===== config.mk =====
export PLATFORM = sky130hd
export DESIGN_NAME = programmable_crc_generator
export DESIGN_NICKNAME = d
export VERILOG_FILES = /design/src/crc_pkg.sv /design/src/crc_fifo_mem.sv /design/src/crc_shift_engine.sv /design/src/programmable_crc_generator.sv
export SDC_FILE = /design/constraint.sdc
export NUM_CORES = 1
export LEC_CHECK = 0
export BUFFER_PORTS_ARGS = -buffer_cell sky130_fd_sc_hd__buf_2
export CORE_ASPECT_RATIO = 1.5
export CORE_MARGIN = 2
export CORE_UTILIZATION = 40
export DETAILED_ROUTE_END_ITERATION = 16
export REMOVE_ABC_BUFFERS = 1
export SLEW_MARGIN = 20
export SYNTH_ARGS = -nofsm -noshare
export SYNTH_HDL_FRONTEND = slang
export SYNTH_SLANG_ARGS = --single-unit

===== constraint.sdc =====
create_clock -name ref_clk -period 6 [get_ports ref_clk]
set_input_delay 0.6 -clock ref_clk [delete_from_list [all_inputs] [get_ports ref_clk]]
set_output_delay 0.6 -clock ref_clk [all_outputs]
set_load 0.01 [all_outputs]

===== src/crc_pkg.sv =====
// Purpose: Shared constants, types and arithmetic of the CRC generator
// Assumes: 32-bit APB register words, byte offsets below
// Notes: Register fields sit in the low 16 bits of each word
package crc_pkg;

    // Register byte offsets
    localparam logic [7:0] OFS_CONTROL_ONE = 8'h00;
    localparam logic [7:0] OFS_CONTROL_TWO = 8'h04;
    localparam logic [7:0] OFS_POLY_TERMS_LOW = 8'h08;
    localparam logic [7:0] OFS_POLY_TERMS_HIGH = 8'h0C;
    localparam logic [7:0] OFS_DATA_IN_LOW = 8'h10;
    localparam logic [7:0] OFS_DATA_IN_HIGH = 8'h14;
    localparam logic [7:0] OFS_RESULT_LOW = 8'h18;
    localparam logic [7:0] OFS_RESULT_HIGH = 8'h1C;

    // Field positions in control_one
    localparam int EN_BIT = 15;
    localparam int VWORD_LSB = 8;
    localparam int FULL_BIT = 7;
    localparam int EMPTY_BIT = 6;
    localparam int ISEL_BIT = 5;
    localparam int GO_BIT = 4;
    localparam int LSB_FIRST_BIT = 3;
    localparam int CALC_BUSY_BIT = 0;
    // Field positions in control_two
    localparam int DW_LSB = 8;
    localparam int PLEN_LSB = 0;
    localparam int FIELD_W = 5;

    localparam int WORD_W = 32;
    localparam int HALF_W = 16;
    localparam int FIFO_AW = 4;
    localparam int FIFO_WORDS = 16;

    // FIFO depth per width band
    localparam logic [4:0] DEPTH_WIDE = 5'h04;
    localparam logic [4:0] DEPTH_MID = 5'h08;
    localparam logic [4:0] DEPTH_NARROW = 5'h10;
    localparam logic [4:0] DW_WIDE_MIN = 5'h10;
    localparam logic [4:0] DW_MID_MIN = 5'h08;

    localparam logic [5:0] BITS_PER_CYCLE = 6'h02;
    localparam logic [4:0] CNT_ONE = 5'h01;

    typedef struct packed {
        logic [31:0] poly;
        logic [4:0] plen;
        logic [4:0] dw;
        logic lsb_first;
    } crc_cfg_t;

    typedef enum logic [1:0] {
        ENG_IDLE = 2'b01,
        ENG_SHIFT = 2'b10
    } eng_state_t;

    // Ones in bits f..0
    function automatic logic [31:0] mask_bits(input logic [4:0] f);
        logic [32:0] m;
        m = (33'h0_0000_0002 << f) - 33'h0_0000_0001;
        return m[31:0];
    endfunction

    // One serial step; the top term is the feedback tap itself
    function automatic logic [31:0] crc_step(input logic [31:0] crc, input logic din,
                                             input logic [31:0] poly, input logic [4:0] plen);
        logic [31:0] nxt;
        nxt = {crc[30:0], 1'b0};
        if (crc[plen] ^ din) begin
            nxt = nxt ^ poly;
        end
        return nxt & mask_bits(plen);
    endfunction

    function automatic logic [4:0] fifo_depth(input logic [4:0] dw);
        logic [4:0] d;
        d = DEPTH_NARROW;
        if (dw >= DW_WIDE_MIN) begin
            d = DEPTH_WIDE;
        end else if (dw >= DW_MID_MIN) begin
            d = DEPTH_MID;
        end
        return d;
    endfunction

    // (field + 1) / 2
    function automatic logic [4:0] half_len(input logic [4:0] f);
        logic [5:0] s;
        s = {1'b0, f} + 6'h01;
        return s[5:1];
    endfunction

    function automatic logic [15:0] merge16(input logic [15:0] old, input logic [15:0] nw,
                                            input logic [1:0] strb);
        logic [15:0] r;
        r = old;
        if (strb[0]) begin
            r[7:0] = nw[7:0];
        end
        if (strb[1]) begin
            r[15:8] = nw[15:8];
        end
        return r;
    endfunction

endpackage


===== src/crc_fifo_mem.sv =====
// Purpose: Word store of the data FIFO, registered read port
// Assumes: Pointers and count are kept by the owner
// Notes: Array itself has no reset
`timescale 1ns/100ps
module crc_fifo_mem (
    // Clock and reset
    input wire logic ref_clk,
    input wire logic sys_rst,
    // Write port
    input wire logic wr_en,
    input wire logic [crc_pkg::FIFO_AW-1:0] wr_addr,
    input wire logic [crc_pkg::WORD_W-1:0] wr_data,
    // Read port
    input wire logic rd_en,
    input wire logic [crc_pkg::FIFO_AW-1:0] rd_addr,
    output logic [crc_pkg::WORD_W-1:0] rd_data
);
    logic [crc_pkg::WORD_W-1:0] mem_q [crc_pkg::FIFO_WORDS];

    always_ff @(posedge ref_clk) begin
        if (wr_en) begin
            mem_q[wr_addr] <= wr_data;
        end
    end

    always_ff @(posedge ref_clk) begin
        if (sys_rst) begin
            rd_data <= '0;
        end else if (rd_en) begin
            rd_data <= mem_q[rd_addr];
        end
    end
endmodule


===== src/crc_shift_engine.sv =====
// Purpose: Shift buffer and CRC shift engine, two bits per cycle
// Assumes: Loaded word is already masked to the data width
// Notes: Seed writes take priority over shifting
`timescale 1ns/100ps
module crc_shift_engine (
    // Clock and reset
    input wire logic ref_clk,
    input wire logic sys_rst,
    input wire logic clear,
    // Configuration
    input wire crc_pkg::crc_cfg_t cfg,
    // Word from the FIFO
    input wire logic load,
    input wire logic [crc_pkg::WORD_W-1:0] load_word,
    // Seed writes
    input wire logic seed_wr_lo,
    input wire logic seed_wr_hi,
    input wire logic [crc_pkg::HALF_W-1:0] seed_data,
    // Status and result
    output logic idle,
    output logic [crc_pkg::WORD_W-1:0] crc_value
);
    crc_pkg::eng_state_t state_q;
    logic [crc_pkg::WORD_W-1:0] buf_q;
    logic [5:0] rem_q;
    logic [31:0] crc_q;
    logic [5:0] r1;
    logic [5:0] r2;
    logic b1;
    logic b2;
    logic [31:0] step1;
    logic [31:0] step2;

    // Msb-first picks from the top of the remaining bits, lsb-first from bit 0
    always_comb begin
        r1 = rem_q - 6'h01;
        r2 = rem_q - crc_pkg::BITS_PER_CYCLE;
        b1 = cfg.lsb_first ? buf_q[0] : buf_q[r1[4:0]];
        b2 = cfg.lsb_first ? buf_q[1] : buf_q[r2[4:0]];
        step1 = crc_pkg::crc_step(crc_q, b1, cfg.poly, cfg.plen);
        step2 = (rem_q >= crc_pkg::BITS_PER_CYCLE) ?
                crc_pkg::crc_step(step1, b2, cfg.poly, cfg.plen) : step1;
    end

    always_ff @(posedge ref_clk) begin
        if (sys_rst || clear) begin
            state_q <= crc_pkg::ENG_IDLE;
            buf_q <= '0;
            rem_q <= '0;
        end else if (load) begin
            state_q <= crc_pkg::ENG_SHIFT;
            buf_q <= load_word;
            rem_q <= {1'b0, cfg.dw} + 6'h01;
        end else begin
            case (state_q)
                crc_pkg::ENG_SHIFT: begin
                    if (rem_q <= crc_pkg::BITS_PER_CYCLE) begin
                        rem_q <= '0;
                        state_q <= crc_pkg::ENG_IDLE;
                    end else begin
                        rem_q <= rem_q - crc_pkg::BITS_PER_CYCLE;
                    end
                    if (cfg.lsb_first) begin
                        buf_q <= buf_q >> crc_pkg::BITS_PER_CYCLE;
                    end
                end
                default: begin
                    state_q <= crc_pkg::ENG_IDLE;
                end
            endcase
        end
    end

    // Result register doubles as the seed register
    always_ff @(posedge ref_clk) begin
        if (sys_rst || clear) begin
            crc_q <= '0;
        end else if (seed_wr_lo) begin
            crc_q[15:0] <= seed_data;
        end else if (seed_wr_hi) begin
            crc_q[31:16] <= seed_data;
        end else if (state_q == crc_pkg::ENG_SHIFT) begin
            crc_q <= step2;
        end
    end

    assign idle = (state_q == crc_pkg::ENG_IDLE);
    assign crc_value = crc_q;
endmodule


===== src/programmable_crc_generator.sv =====
// Purpose: Programmable CRC generator with APB registers and data FIFO
// Assumes: APB slave, pready always high, no wait states
// Notes: crc_irq is a one-cycle pulse
//
// Chosen here: the APB register port and the register offsets.
`timescale 1ns/100ps
module programmable_crc_generator (
    // Clock and reset
    input wire logic ref_clk,
    input wire logic sys_rst,
    // APB slave
    input wire logic psel,
    input wire logic penable,
    input wire logic pwrite,
    input wire logic [7:0] paddr,
    input wire logic [31:0] pwdata,
    input wire logic [3:0] pstrb,
    output logic [31:0] prdata,
    output logic pready,
    output logic pslverr,
    // Event output
    output logic crc_irq
);
    logic en_q;
    logic isel_q;
    logic go_q;
    logic lsb_q;
    logic [4:0] dw_q;
    logic [4:0] plen_q;
    logic [31:1] terms_q;
    logic [31:0] hold_q;
    logic [31:0] hold_d;
    logic [4:0] count_q;
    logic [4:0] count_d;
    logic [3:0] wptr_q;
    logic [3:0] rptr_q;
    logic pop_pend_q;
    logic worked_q;
    logic irq_q;
    logic [4:0] fin_q;
    logic [31:0] prdata_q;
    logic slverr_q;
    logic [31:0] mem_rd;
    logic [31:0] crc_value;
    logic eng_idle;
    crc_pkg::crc_cfg_t cfg;
    logic wr_acc;
    logic wr_c1;
    logic wr_c2;
    logic wr_pl;
    logic wr_ph;
    logic wr_dl;
    logic wr_dh;
    logic wr_rl;
    logic wr_rh;
    logic [15:0] c1_new;
    logic [15:0] c2_new;
    logic [15:0] terms_lo_new;
    logic [4:0] depth;
    logic full;
    logic empty;
    logic push;
    logic pop;
    logic done_evt;
    logic irq_evt;
    logic [31:0] rd_val;
    logic rd_hit;

    assign wr_acc = psel && penable && pwrite;
    assign wr_c1 = wr_acc && (paddr == crc_pkg::OFS_CONTROL_ONE);
    assign wr_c2 = wr_acc && (paddr == crc_pkg::OFS_CONTROL_TWO);
    assign wr_pl = wr_acc && (paddr == crc_pkg::OFS_POLY_TERMS_LOW);
    assign wr_ph = wr_acc && (paddr == crc_pkg::OFS_POLY_TERMS_HIGH);
    assign wr_dl = wr_acc && (paddr == crc_pkg::OFS_DATA_IN_LOW);
    assign wr_dh = wr_acc && (paddr == crc_pkg::OFS_DATA_IN_HIGH);
    assign wr_rl = wr_acc && (paddr == crc_pkg::OFS_RESULT_LOW) && en_q;
    assign wr_rh = wr_acc && (paddr == crc_pkg::OFS_RESULT_HIGH) && en_q;

    assign c1_new = crc_pkg::merge16(16'h0000, pwdata[15:0], 2'h0) | crc_pkg::merge16(
        {en_q, 7'h00, isel_q ? 8'h20 : 8'h00} | {11'h000, go_q, lsb_q, 3'h0},
        pwdata[15:0], pstrb[1:0]);
    assign c2_new = crc_pkg::merge16({3'h0, dw_q, 3'h0, plen_q}, pwdata[15:0], pstrb[1:0]);
    assign terms_lo_new = crc_pkg::merge16({terms_q[15:1], 1'b0}, pwdata[15:0], pstrb[1:0]);

    // Control and configuration
    always_ff @(posedge ref_clk) begin
        if (sys_rst) begin
            en_q <= 1'b0;
            isel_q <= 1'b0;
            lsb_q <= 1'b0;
            dw_q <= '0;
            plen_q <= '0;
        end else begin
            if (wr_c1) begin
                en_q <= c1_new[crc_pkg::EN_BIT];
                isel_q <= c1_new[crc_pkg::ISEL_BIT];
                lsb_q <= c1_new[crc_pkg::LSB_FIRST_BIT];
            end
            if (wr_c2) begin
                dw_q <= c2_new[crc_pkg::DW_LSB +: crc_pkg::FIELD_W];
                plen_q <= c2_new[crc_pkg::PLEN_LSB +: crc_pkg::FIELD_W];
            end
        end
    end

    always_ff @(posedge ref_clk) begin
        if (sys_rst) begin
            terms_q <= '0;
        end else if (wr_pl) begin
            terms_q[15:1] <= terms_lo_new[15:1];
        end else if (wr_ph) begin
            terms_q[31:16] <= crc_pkg::merge16(terms_q[31:16], pwdata[15:0], pstrb[1:0]);
        end
    end

    // Bit 0 forced, the top term is the engine's own feedback tap
    assign cfg.poly = {terms_q, 1'b1};
    assign cfg.plen = plen_q;
    assign cfg.dw = dw_q;
    assign cfg.lsb_first = lsb_q;

    // Data input pair and FIFO fill
    always_comb begin
        hold_d = hold_q;
        if (wr_dl) begin
            hold_d[15:0] = crc_pkg::merge16(hold_q[15:0], pwdata[15:0], pstrb[1:0]);
        end
        if (wr_dh) begin
            hold_d[31:16] = crc_pkg::merge16(hold_q[31:16], pwdata[15:0], pstrb[1:0]);
        end
    end

    always_ff @(posedge ref_clk) begin
        if (sys_rst) begin
            hold_q <= '0;
        end else if (!en_q) begin
            hold_q <= {16'h0000, hold_q[15:0]};
        end else begin
            hold_q <= hold_d;
        end
    end

    // Top bit of width lives in the low word below 16, its byte lane is dw[3]
    assign push = en_q && !full && pstrb[dw_q[3]] &&
                  ((wr_dl && !dw_q[4]) || (wr_dh && dw_q[4]));
    assign depth = crc_pkg::fifo_depth(dw_q);
    assign full = (count_q == depth);
    assign empty = (count_q == 5'h00);
    assign pop = en_q && go_q && !empty && eng_idle && !pop_pend_q;
    assign done_evt = en_q && go_q && worked_q && empty && eng_idle && !pop_pend_q;

    always_comb begin
        count_d = count_q;
        if (!en_q) begin
            count_d = '0;
        end else if (push && !pop) begin
            count_d = count_q + crc_pkg::CNT_ONE;
        end else if (pop && !push) begin
            count_d = count_q - crc_pkg::CNT_ONE;
        end
    end

    always_ff @(posedge ref_clk) begin
        if (sys_rst) begin
            count_q <= '0;
            wptr_q <= '0;
            rptr_q <= '0;
            pop_pend_q <= 1'b0;
        end else if (!en_q) begin
            count_q <= '0;
            wptr_q <= '0;
            rptr_q <= '0;
            pop_pend_q <= 1'b0;
        end else begin
            count_q <= count_d;
            pop_pend_q <= pop;
            if (push) begin
                wptr_q <= wptr_q + 4'h1;
            end
            if (pop) begin
                rptr_q <= rptr_q + 4'h1;
            end
        end
    end

    crc_fifo_mem u_mem (
        .ref_clk(ref_clk),
        .sys_rst(sys_rst),
        .wr_en(push),
        .wr_addr(wptr_q),
        .wr_data(hold_d & crc_pkg::mask_bits(dw_q)),
        .rd_en(pop),
        .rd_addr(rptr_q),
        .rd_data(mem_rd)
    );

    crc_shift_engine u_engine (
        .ref_clk(ref_clk),
        .sys_rst(sys_rst),
        .clear(!en_q),
        .cfg(cfg),
        .load(pop_pend_q),
        .load_word(mem_rd),
        .seed_wr_lo(wr_rl),
        .seed_wr_hi(wr_rh),
        .seed_data(pwdata[15:0]),
        .idle(eng_idle),
        .crc_value(crc_value)
    );

    // Software write of go wins over the hardware clear in the same cycle
    always_ff @(posedge ref_clk) begin
        if (sys_rst) begin
            go_q <= 1'b0;
            worked_q <= 1'b0;
        end else begin
            if (wr_c1) begin
                go_q <= c1_new[crc_pkg::GO_BIT];
            end else if (done_evt && isel_q) begin
                // Count mode keeps go, so a trailing dummy word still shifts
                go_q <= 1'b0;
            end
            if (pop) begin
                worked_q <= 1'b1;
            end else if (done_evt || (wr_c1 && !c1_new[crc_pkg::GO_BIT]) || !en_q) begin
                worked_q <= 1'b0;
            end
        end
    end

    assign irq_evt = isel_q ? (done_evt && !wr_c1)
                            : (count_q == crc_pkg::CNT_ONE && count_d == 5'h00);

    // Tail of the calculation still running after the event
    always_ff @(posedge ref_clk) begin
        if (sys_rst) begin
            irq_q <= 1'b0;
            fin_q <= '0;
        end else begin
            irq_q <= irq_evt;
            if (irq_evt) begin
                fin_q <= crc_pkg::half_len(plen_q);
            end else if (fin_q != 5'h00) begin
                fin_q <= fin_q - crc_pkg::CNT_ONE;
            end
        end
    end
    assign crc_irq = irq_q;

    // Read decode
    always_comb begin
        rd_val = '0;
        rd_hit = 1'b1;
        if (paddr == crc_pkg::OFS_CONTROL_ONE) begin
            rd_val[crc_pkg::EN_BIT] = en_q;
            rd_val[crc_pkg::VWORD_LSB +: crc_pkg::FIELD_W] = count_q;
            rd_val[crc_pkg::FULL_BIT] = full;
            rd_val[crc_pkg::EMPTY_BIT] = empty;
            rd_val[crc_pkg::ISEL_BIT] = isel_q;
            rd_val[crc_pkg::GO_BIT] = go_q;
            rd_val[crc_pkg::LSB_FIRST_BIT] = lsb_q;
            rd_val[crc_pkg::CALC_BUSY_BIT] = (fin_q != 5'h00);
        end else if (paddr == crc_pkg::OFS_CONTROL_TWO) begin
            rd_val[crc_pkg::DW_LSB +: crc_pkg::FIELD_W] = dw_q;
            rd_val[crc_pkg::PLEN_LSB +: crc_pkg::FIELD_W] = plen_q;
        end else if (paddr == crc_pkg::OFS_POLY_TERMS_LOW) begin
            rd_val[15:0] = {terms_q[15:1], 1'b0};
        end else if (paddr == crc_pkg::OFS_POLY_TERMS_HIGH) begin
            rd_val[15:0] = terms_q[31:16];
        end else if (paddr == crc_pkg::OFS_DATA_IN_LOW) begin
            rd_val[15:0] = hold_q[15:0];
        end else if (paddr == crc_pkg::OFS_DATA_IN_HIGH) begin
            rd_val[15:0] = hold_q[31:16];
        end else if (paddr == crc_pkg::OFS_RESULT_LOW) begin
            rd_val[15:0] = crc_value[15:0];
        end else if (paddr == crc_pkg::OFS_RESULT_HIGH) begin
            rd_val[15:0] = crc_value[31:16];
        end else begin
            rd_hit = 1'b0;
        end
    end

    // Captured in the setup cycle, so the access phase always takes one cycle
    always_ff @(posedge ref_clk) begin
        if (sys_rst) begin
            prdata_q <= '0;
            slverr_q <= 1'b0;
        end else if (psel && !penable) begin
            prdata_q <= pwrite ? 32'h0000_0000 : rd_val;
            slverr_q <= !rd_hit;
        end
    end
    assign prdata = prdata_q;
    assign pslverr = slverr_q && psel && penable;
    assign pready = 1'b1;
endmodule


==> impl_metrics.json, run 1 <==
{
  "period_minus_slack_ps": 5708,
  "cp.required_ps": 6510,
  "track_usage": 0.2524,
  "maxCapViolCount": 0,
  "firstDrtPassIters": 8,
  "drt_iter0_markers": 2305,
  "antenna_left": 0,
  "p_seq_frac": 0.520,
  "synth_seq_cells": 731,
  "synthFlopType": "edfxtp_1",
  "tightestPinTransition_ps": 1098,
  "switching_power_uw": 2157,
  "cp.arrival_ps": 6210,
  "cts_made_buffers": 73,
  "fp.dieH_um": 367.5,
  "area_growth_pct": 12.41,
  "reg2reg_slack_ps": 290,
  "cts_tree": "done",
  "rows": 133,
  "p_int_uw": 8146,
  "placed_area_um2": 37100,
  "combPwrFrac": 0.022,
  "synth_edf_count": 512,
  "synth_mux_area_frac": 0.1563,
  "fin_worst_skew_ps": 36.15,
  "power_density_nw_per_um2": 260.1,
  "synthAdderAreaFrac": 0.01030,
  "startpoint_type": "flip-flop",
  "p_leak_uw": 0.01145,
  "relSlewSlack": 0.2663,
  "r2r_end": "u_engine.crc_value[21]",
  "switching_share": 0.2093,
  "cts_buffer_depth": 3,
  "synth.avg_cell_area_um2": 12.33,
  "dr_total_vias": 24900,
  "irDropWorstVdd_v": 0.0002192,
  "ios": 84,
  "hold_path_class": "input port to flip-flop",
  "reg2reg_depth": 18,
  "dp_hpwl_um": 78940,
  "final_area_um2": 39610,
  "avgRoutedWirePerCell_um": 28.16,
  "rsz0062_at_grt": "false",
  "nNetsFinal": 2965,
  "holdWs_ps": 310.7,
  "drt_wl_total_um": 115300,
  "clock-sinks": 731,
  "grt_pass1_wl_um": 166600,
  "run_status": "finished, final reports clean",
  "synth_cells": 2858,
  "slew_violations": 0,
  "h-tree-depth": 3,
  "gp_congestion": 0.9899,
  "via_per_inst": 6.085,
  "grt_start_max_net_pins": 86,
  "worstSetupEndpointType": "flip-flop",
  "hold_viol": 0,
  "port_buffers": 48,
  "grt-ovfl-total": 0,
  "cts_root_buf": "clkbuf_16",
  "r2r-start": "plen_q[1]",
  "antenna_found_initial": 0,
  "die_w_um": 246.3,
  "synth_top_family_by_area": "multiplexers",
  "seq_area_frac_synth": 0.5608,
  "cts_resized": 0,
  "netlist-cell-type-count": 100,
  "async_flop_share": 0,
  "clk_pin_slew_ps": 70,
  "synth_xor_xnor_area_share": 0.02035,
  "post_cts_buffers": 0,
  "holdBufCountCts": 0,
  "netlist_area_um2": 35230,
  "setup_viol": 0,
  "dieArea_um2": 90520,
  "start_util": 0.4025,
  "critPathMaxFanout": 35,
  "yosysWarningCount": 0,
  "crit_type": "flip-flop to flip-flop",
  "grt_pass1_vias": 24730,
  "synthSimpleGateAreaFrac": 0.1144,
  "core_area_um2": 87530,
  "max_freq_mhz": 175.2,
  "clock_latency_ps": 650,
  "critPathLaunch": "plen_q[1]",
  "synth_compound_area_frac": 0.1062,
  "period_share": 0.9513,
  "crit_path_end": "u_engine.crc_value[21]",
  "drive_above_1_share": 0.1875,
  "clkPwrFrac": 0.458,
  "drc": 0
}
## worst min-delay path by stage
stage | startpoint | endpoint | slack, ps | cells after the start
CTS | pwdata[0] | terms_q[16] | 280 | 3
floorplan | u_mem.rd_data[0] | u_mem.rd_data[0] | 430 | 2
detailed placement | prdata[6] | prdata[6] | 440 | 2
finish | pwdata[7] | terms_q[23] | 310 | 3
global route | pwdata[0] | terms_q[16] | 300 | 3
global placement | prdata[7] | prdata[7] | 440 | 2
## per-stage QoR
step / setup WS, ps / utilization / instances / TNS [ps] / total power (uW)
floorplan: -745.7 / - / 2642 / -25120 / 5580
detailed placement: 294.9 / 0.4238 / 3958 / 0 / 5687
global route: 60.65 / 0.4524 / 4091 / 0 / 10600
global placement: 326.8 / 0.4238 / 3958 / 0 / 5677
finish: 292.1 / 0.4525 / 4093 / 0 / 10300
CTS: 286.6 / 0.4517 / 4090 / 0 / 10380
## Yosys cell counts, types with 33 or more instances
cell type	number	area (um2)
a211oi_1	38	285.3
dfxtp_1	219	4384
xnor2_1	46	402.9
o21ai_0	85	425.4
nand3_1	73	365.4
mux4_2	182	4099
mux2i_1	127	1271
inv_1	33	123.9
a21oi_1	157	785.8
a22oi_1	33	247.7
clkbuf_1	155	581.8
buf_1	37	138.9
nor2_1	267	1002
edfxtp_1	512	15370
nand2_1	299	1122
nor3_1	64	320.3
xor2_1	34	297.8
## power by group through the flow
stage               Sequential, uW  Clock, uW  Combinational [uW]
floorplan                     5460          0                 115
global placement              5470          0                 211
detailed placement            5470          0                 219
CTS                           5360       4800                 221
global route                  5360       5000                 240
finish                        5360       4720                 224
## placed cells by master, fill, tap and decap left out, types with 29 or more instances in the layout
| master | n |
|---|---|
| edfxtp_1 | 512 |
| nand2_1 | 298 |
| nor2_1 | 245 |
| dfxtp_1 | 213 |
| mux4_2 | 182 |
| a21oi_1 | 148 |
| mux2i_1 | 127 |
| buf_4 | 119 |
| o21ai_0 | 85 |
| nand3_1 | 73 |
| clkbuf_16 | 73 |
| nor3_1 | 57 |
| buf_2 | 48 |
| xnor2_1 | 45 |
| a211oi_1 | 38 |
| xor2_1 | 34 |
| inv_1 | 33 |
| a22oi_1 | 33 |
| and3_1 | 29 |
| ha_1 | 29 |
## cells by family (layout without fill, tap and decap cells)
logic type               count (synthesis)  count (layout)
AND/OR/NAND/NOR                        883             883
flip-flops                             731             731
AO/OA/AOI/OAI                          545             545
multiplexers                           321             321
buffers and inverters                  266             337
XOR/XNOR                                81              81
adder cells (fa/ha/maj)                 29              29
other                                    2              19
## metal layers
| metal | track usage | wire length [um] | vias up |
|---|---|---|---|
| met3 | 0.03062 | 5766 | 312 |
| met2 | 0.4574 | 60590 | 1021 |
| met1 | 0.2825 | 41470 | 12640 |
| li1 | - | - | 10930 |
| met4 | 0.1456 | 7425 | 0 |
| met5 | 0 | 0 | - |
## state kept, by name (all words and copies together), names as in the netlist, 6 cells and up
register	count
u_mem.mem_q	512
hold_q	32
u_engine.buf_q	32
u_engine.crc_value	32
u_mem.rd_data	32
terms_q	31
prdata	16
u_engine.rem_q	6
## layout make-up
class                   count  area (um2)
diodes                      2       5.005
inverters                  35       131.4
repair buffers            170        1194
well taps                1147        1435
multi-input cells        1876       14630
clock buffers              96        1963
fillers                  7879       47920
clock inverters            36       474.2
flip-flops and latches    731       19770
## critical path, cell delays in order (launching register included)
cell,delay (ps)
dfxtp_1,410
buf_4,380
ha_1,470
buf_4,240
nor3_1,70
o31a_1,390
and3_1,240
o21ai_1,520
or3_1,280
nor4_1,70
or4_1,510
a211oi_1,470
a2111oi_4,90
and3_1,280
o221ai_4,210
buf_12,240
a21oi_1,110
a2111oi_0,440
o31ai_1,100
No activity file was read; power rests on OpenSTA's default activity.
==> run 2: changes to the inputs <==
RECOVER_POWER = 100   (was default)
==> run 2 against run 1 <==
The run now ends with max-capacitance violations, max-slew violations left. Non-clock buffer count unchanged. Critical path depth unchanged. Combinational power about the same. Via count decreased by 0.25%. Register-to-register slack got worse by 20 ps. Sequential share of layout area increased by 0.42 points. Largest cell class unchanged.
==> impl_metrics.json, run 2 (synthesized netlist as in run 1, its figures left out) <==
{
  "cp.required_ps": 6510,
  "worstSetupEndpointType": "flip-flop",
  "setup_viol": 0,
  "final_cell_mix": "edfxtp_1, nand2_1, nor2_1",
  "violations": "max-capacitance violations, max-slew violations",
  "critPathMaxFanout": 35,
  "holdWs_ps": 319.9,
  "fin_worst_skew_ps": 33.98,
  "dp_hpwl_um": 78940,
  "p_leak_uw": 0.01119,
  "fin_util": 0.4487,
  "cts_tree": "done",
  "p_int_uw": 8145,
  "drc": 0,
  "cts_made_buffers": 73,
  "holdBufCountCts": 0,
  "finalPower_uw": 10300,
  "slowest_delay_ps": 520,
  "die_w_um": 246.3,
  "crit_path_top_delay_cell": "o21ai_1",
  "port_buffers": 48,
  "clock_latency_ps": 650,
  "hold_path_class": "input port to flip-flop",
  "rsz0062_at_grt": "false",
  "drive_above_1_share": 0.1563,
  "crit_type": "flip-flop to flip-flop",
  "clk_pin_slew_ps": 60,
  "post_cts_buffers": 0,
  "min_path_cells": 3,
  "r2r-start": "plen_q[1]",
  "cp.arrival_ps": 6240,
  "startpoint_type": "flip-flop",
  "path_delay_family": "compound AO/OA/AOI/OAI gates",
  "largest_register": "u_mem.mem_q",
  "maxCapViolCount": 22,
  "nNetsFinal": 2965,
  "holdCritStartpoint": "pstrb[0]",
  "drt_wl_total_um": 115200,
  "firstDrtPassIters": 6,
  "ios": 84,
  "cts_resized": 0,
  "combPwrFrac": 0.022,
  "clock-sinks": 731,
  "irDropWorstVdd_v": 0.0002221,
  "grt-ovfl-total": 0,
  "switching_power_uw": 2154,
  "reg2reg_slack_ps": 270,
  "period_share": 0.9547,
  "drt_iter0_markers": 2415,
  "tightestPinTransition_ps": 3010,
  "core_area_um2": 87530,
  "dr_total_vias": 24840,
  "r2r_end": "u_engine.crc_value[21]",
  "max_freq_mhz": 174.6,
  "crit_chain": "buf_4, ha_1, buf_4, nor3_1, o31a_1, and3_1, o21ai_1, or3_1, nor4_1, or4_1, a211oi_1, a2111oi_4, and3_1, o221ai_4, buf_12, a21oi_1, a2111oi_0, o31ai_1",
  "fp.dieH_um": 367.5,
  "antenna_found_initial": 0,
  "relSlewSlack": -1.014,
  "pre_cts_ws_ps": 294.9,
  "cts_root_buf": "clkbuf_16",
  "hold_path_end": "isel_q",
  "antenna_left": 0,
  "reg2reg_depth": 18,
  "via_per_inst": 6.069,
  "fin_ws_ps": 271.5,
  "run_status": "finished with violations",
  "area_growth_pct": 11.46,
  "grt_start_max_net_pins": 86,
  "fin_tns_setup_ps": 0,
  "period_minus_slack_ps": 5728,
  "clkPwrFrac": 0.458,
  "h-tree-depth": 3,
  "grt_pass1_wl_um": 166600,
  "slew_violations": 605,
  "rows": 133,
  "cts_buffer_depth": 3,
  "gp_congestion": 0.9899,
  "start_util": 0.4025,
  "largest_reg_flops": 512,
  "track_usage": 0.2524,
  "power_density_nw_per_um2": 262.2,
  "crit_buf_inv": 3,
  "dieArea_um2": 90520,
  "avgRoutedWirePerCell_um": 28.15,
  "switching_share": 0.2091,
  "hold_viol": 0,
  "grt_pass1_vias": 24730,
  "p_seq_frac": 0.520,
  "final_common_cell": "edfxtp_1"
}
[run 2: how the worst max path moves through the flow]
stage	startpoint	endpoint	slack (ps)	depth (start not counted)
2_1_floorplan	rptr_q[0]	u_mem.rd_data[0]	-750	4
3_3_place_gp	u_engine.rem_q[0]	u_engine.crc_value[21]	330	18
3_5_place_dp	u_engine.rem_q[0]	u_engine.crc_value[21]	290	18
4_1_cts	u_engine.rem_q[0]	u_engine.crc_value[21]	290	18
5_1_grt	u_engine.rem_q[2]	u_engine.crc_value[21]	60	18
6_report	plen_q[1]	u_engine.crc_value[21]	270	18
[run 2: cell type report]
type / count / area (um2)
Multi-Input combinational cell: 1876 / 14470
Tap cell: 1147 / 1435
Antenna cell: 2 / 5.005
Sequential cell: 731 / 19770
Inverter: 35 / 131.4
Clock inverter: 36 / 474.2
Fill cell: 7965 / 48260
Timing Repair Buffer: 170 / 1025
Clock buffer: 96 / 1963
[run 2: tightest hold or removal path, cell delays in order]
cell and delay [ps]:
buf_2 160, nand3_1 90, a21oi_1 60
[run 2: layer usage]
layer  wire length, um  GRT usage  share of wire  up-vias
met1             41490     0.2825           0.36    12640
met3              5704    0.03062          0.050      312
met4              7336     0.1456          0.064        0
met2             60690     0.4574           0.53      970
li1                  -          -              -    10920
met5                 0          0              0        -
[run 2: per-stage QoR]
step,cells,cell area [um2]
2_1_floorplan,2642,34310
3_3_place_gp,3958,37090
3_5_place_dp,3958,37100
4_1_cts,4090,39540
5_1_grt,4091,39270
6_report,4093,39270
[run 2: power groups by stage]
stage | clock (uW) | sequential (uW) | combinational [uW]
2_1_floorplan | 0 | 5460 | 115
3_3_place_gp | 0 | 5470 | 211
3_5_place_dp | 0 | 5470 | 219
4_1_cts | 4800 | 5360 | 221
5_1_grt | 5000 | 5360 | 238
6_report | 4720 | 5360 | 223
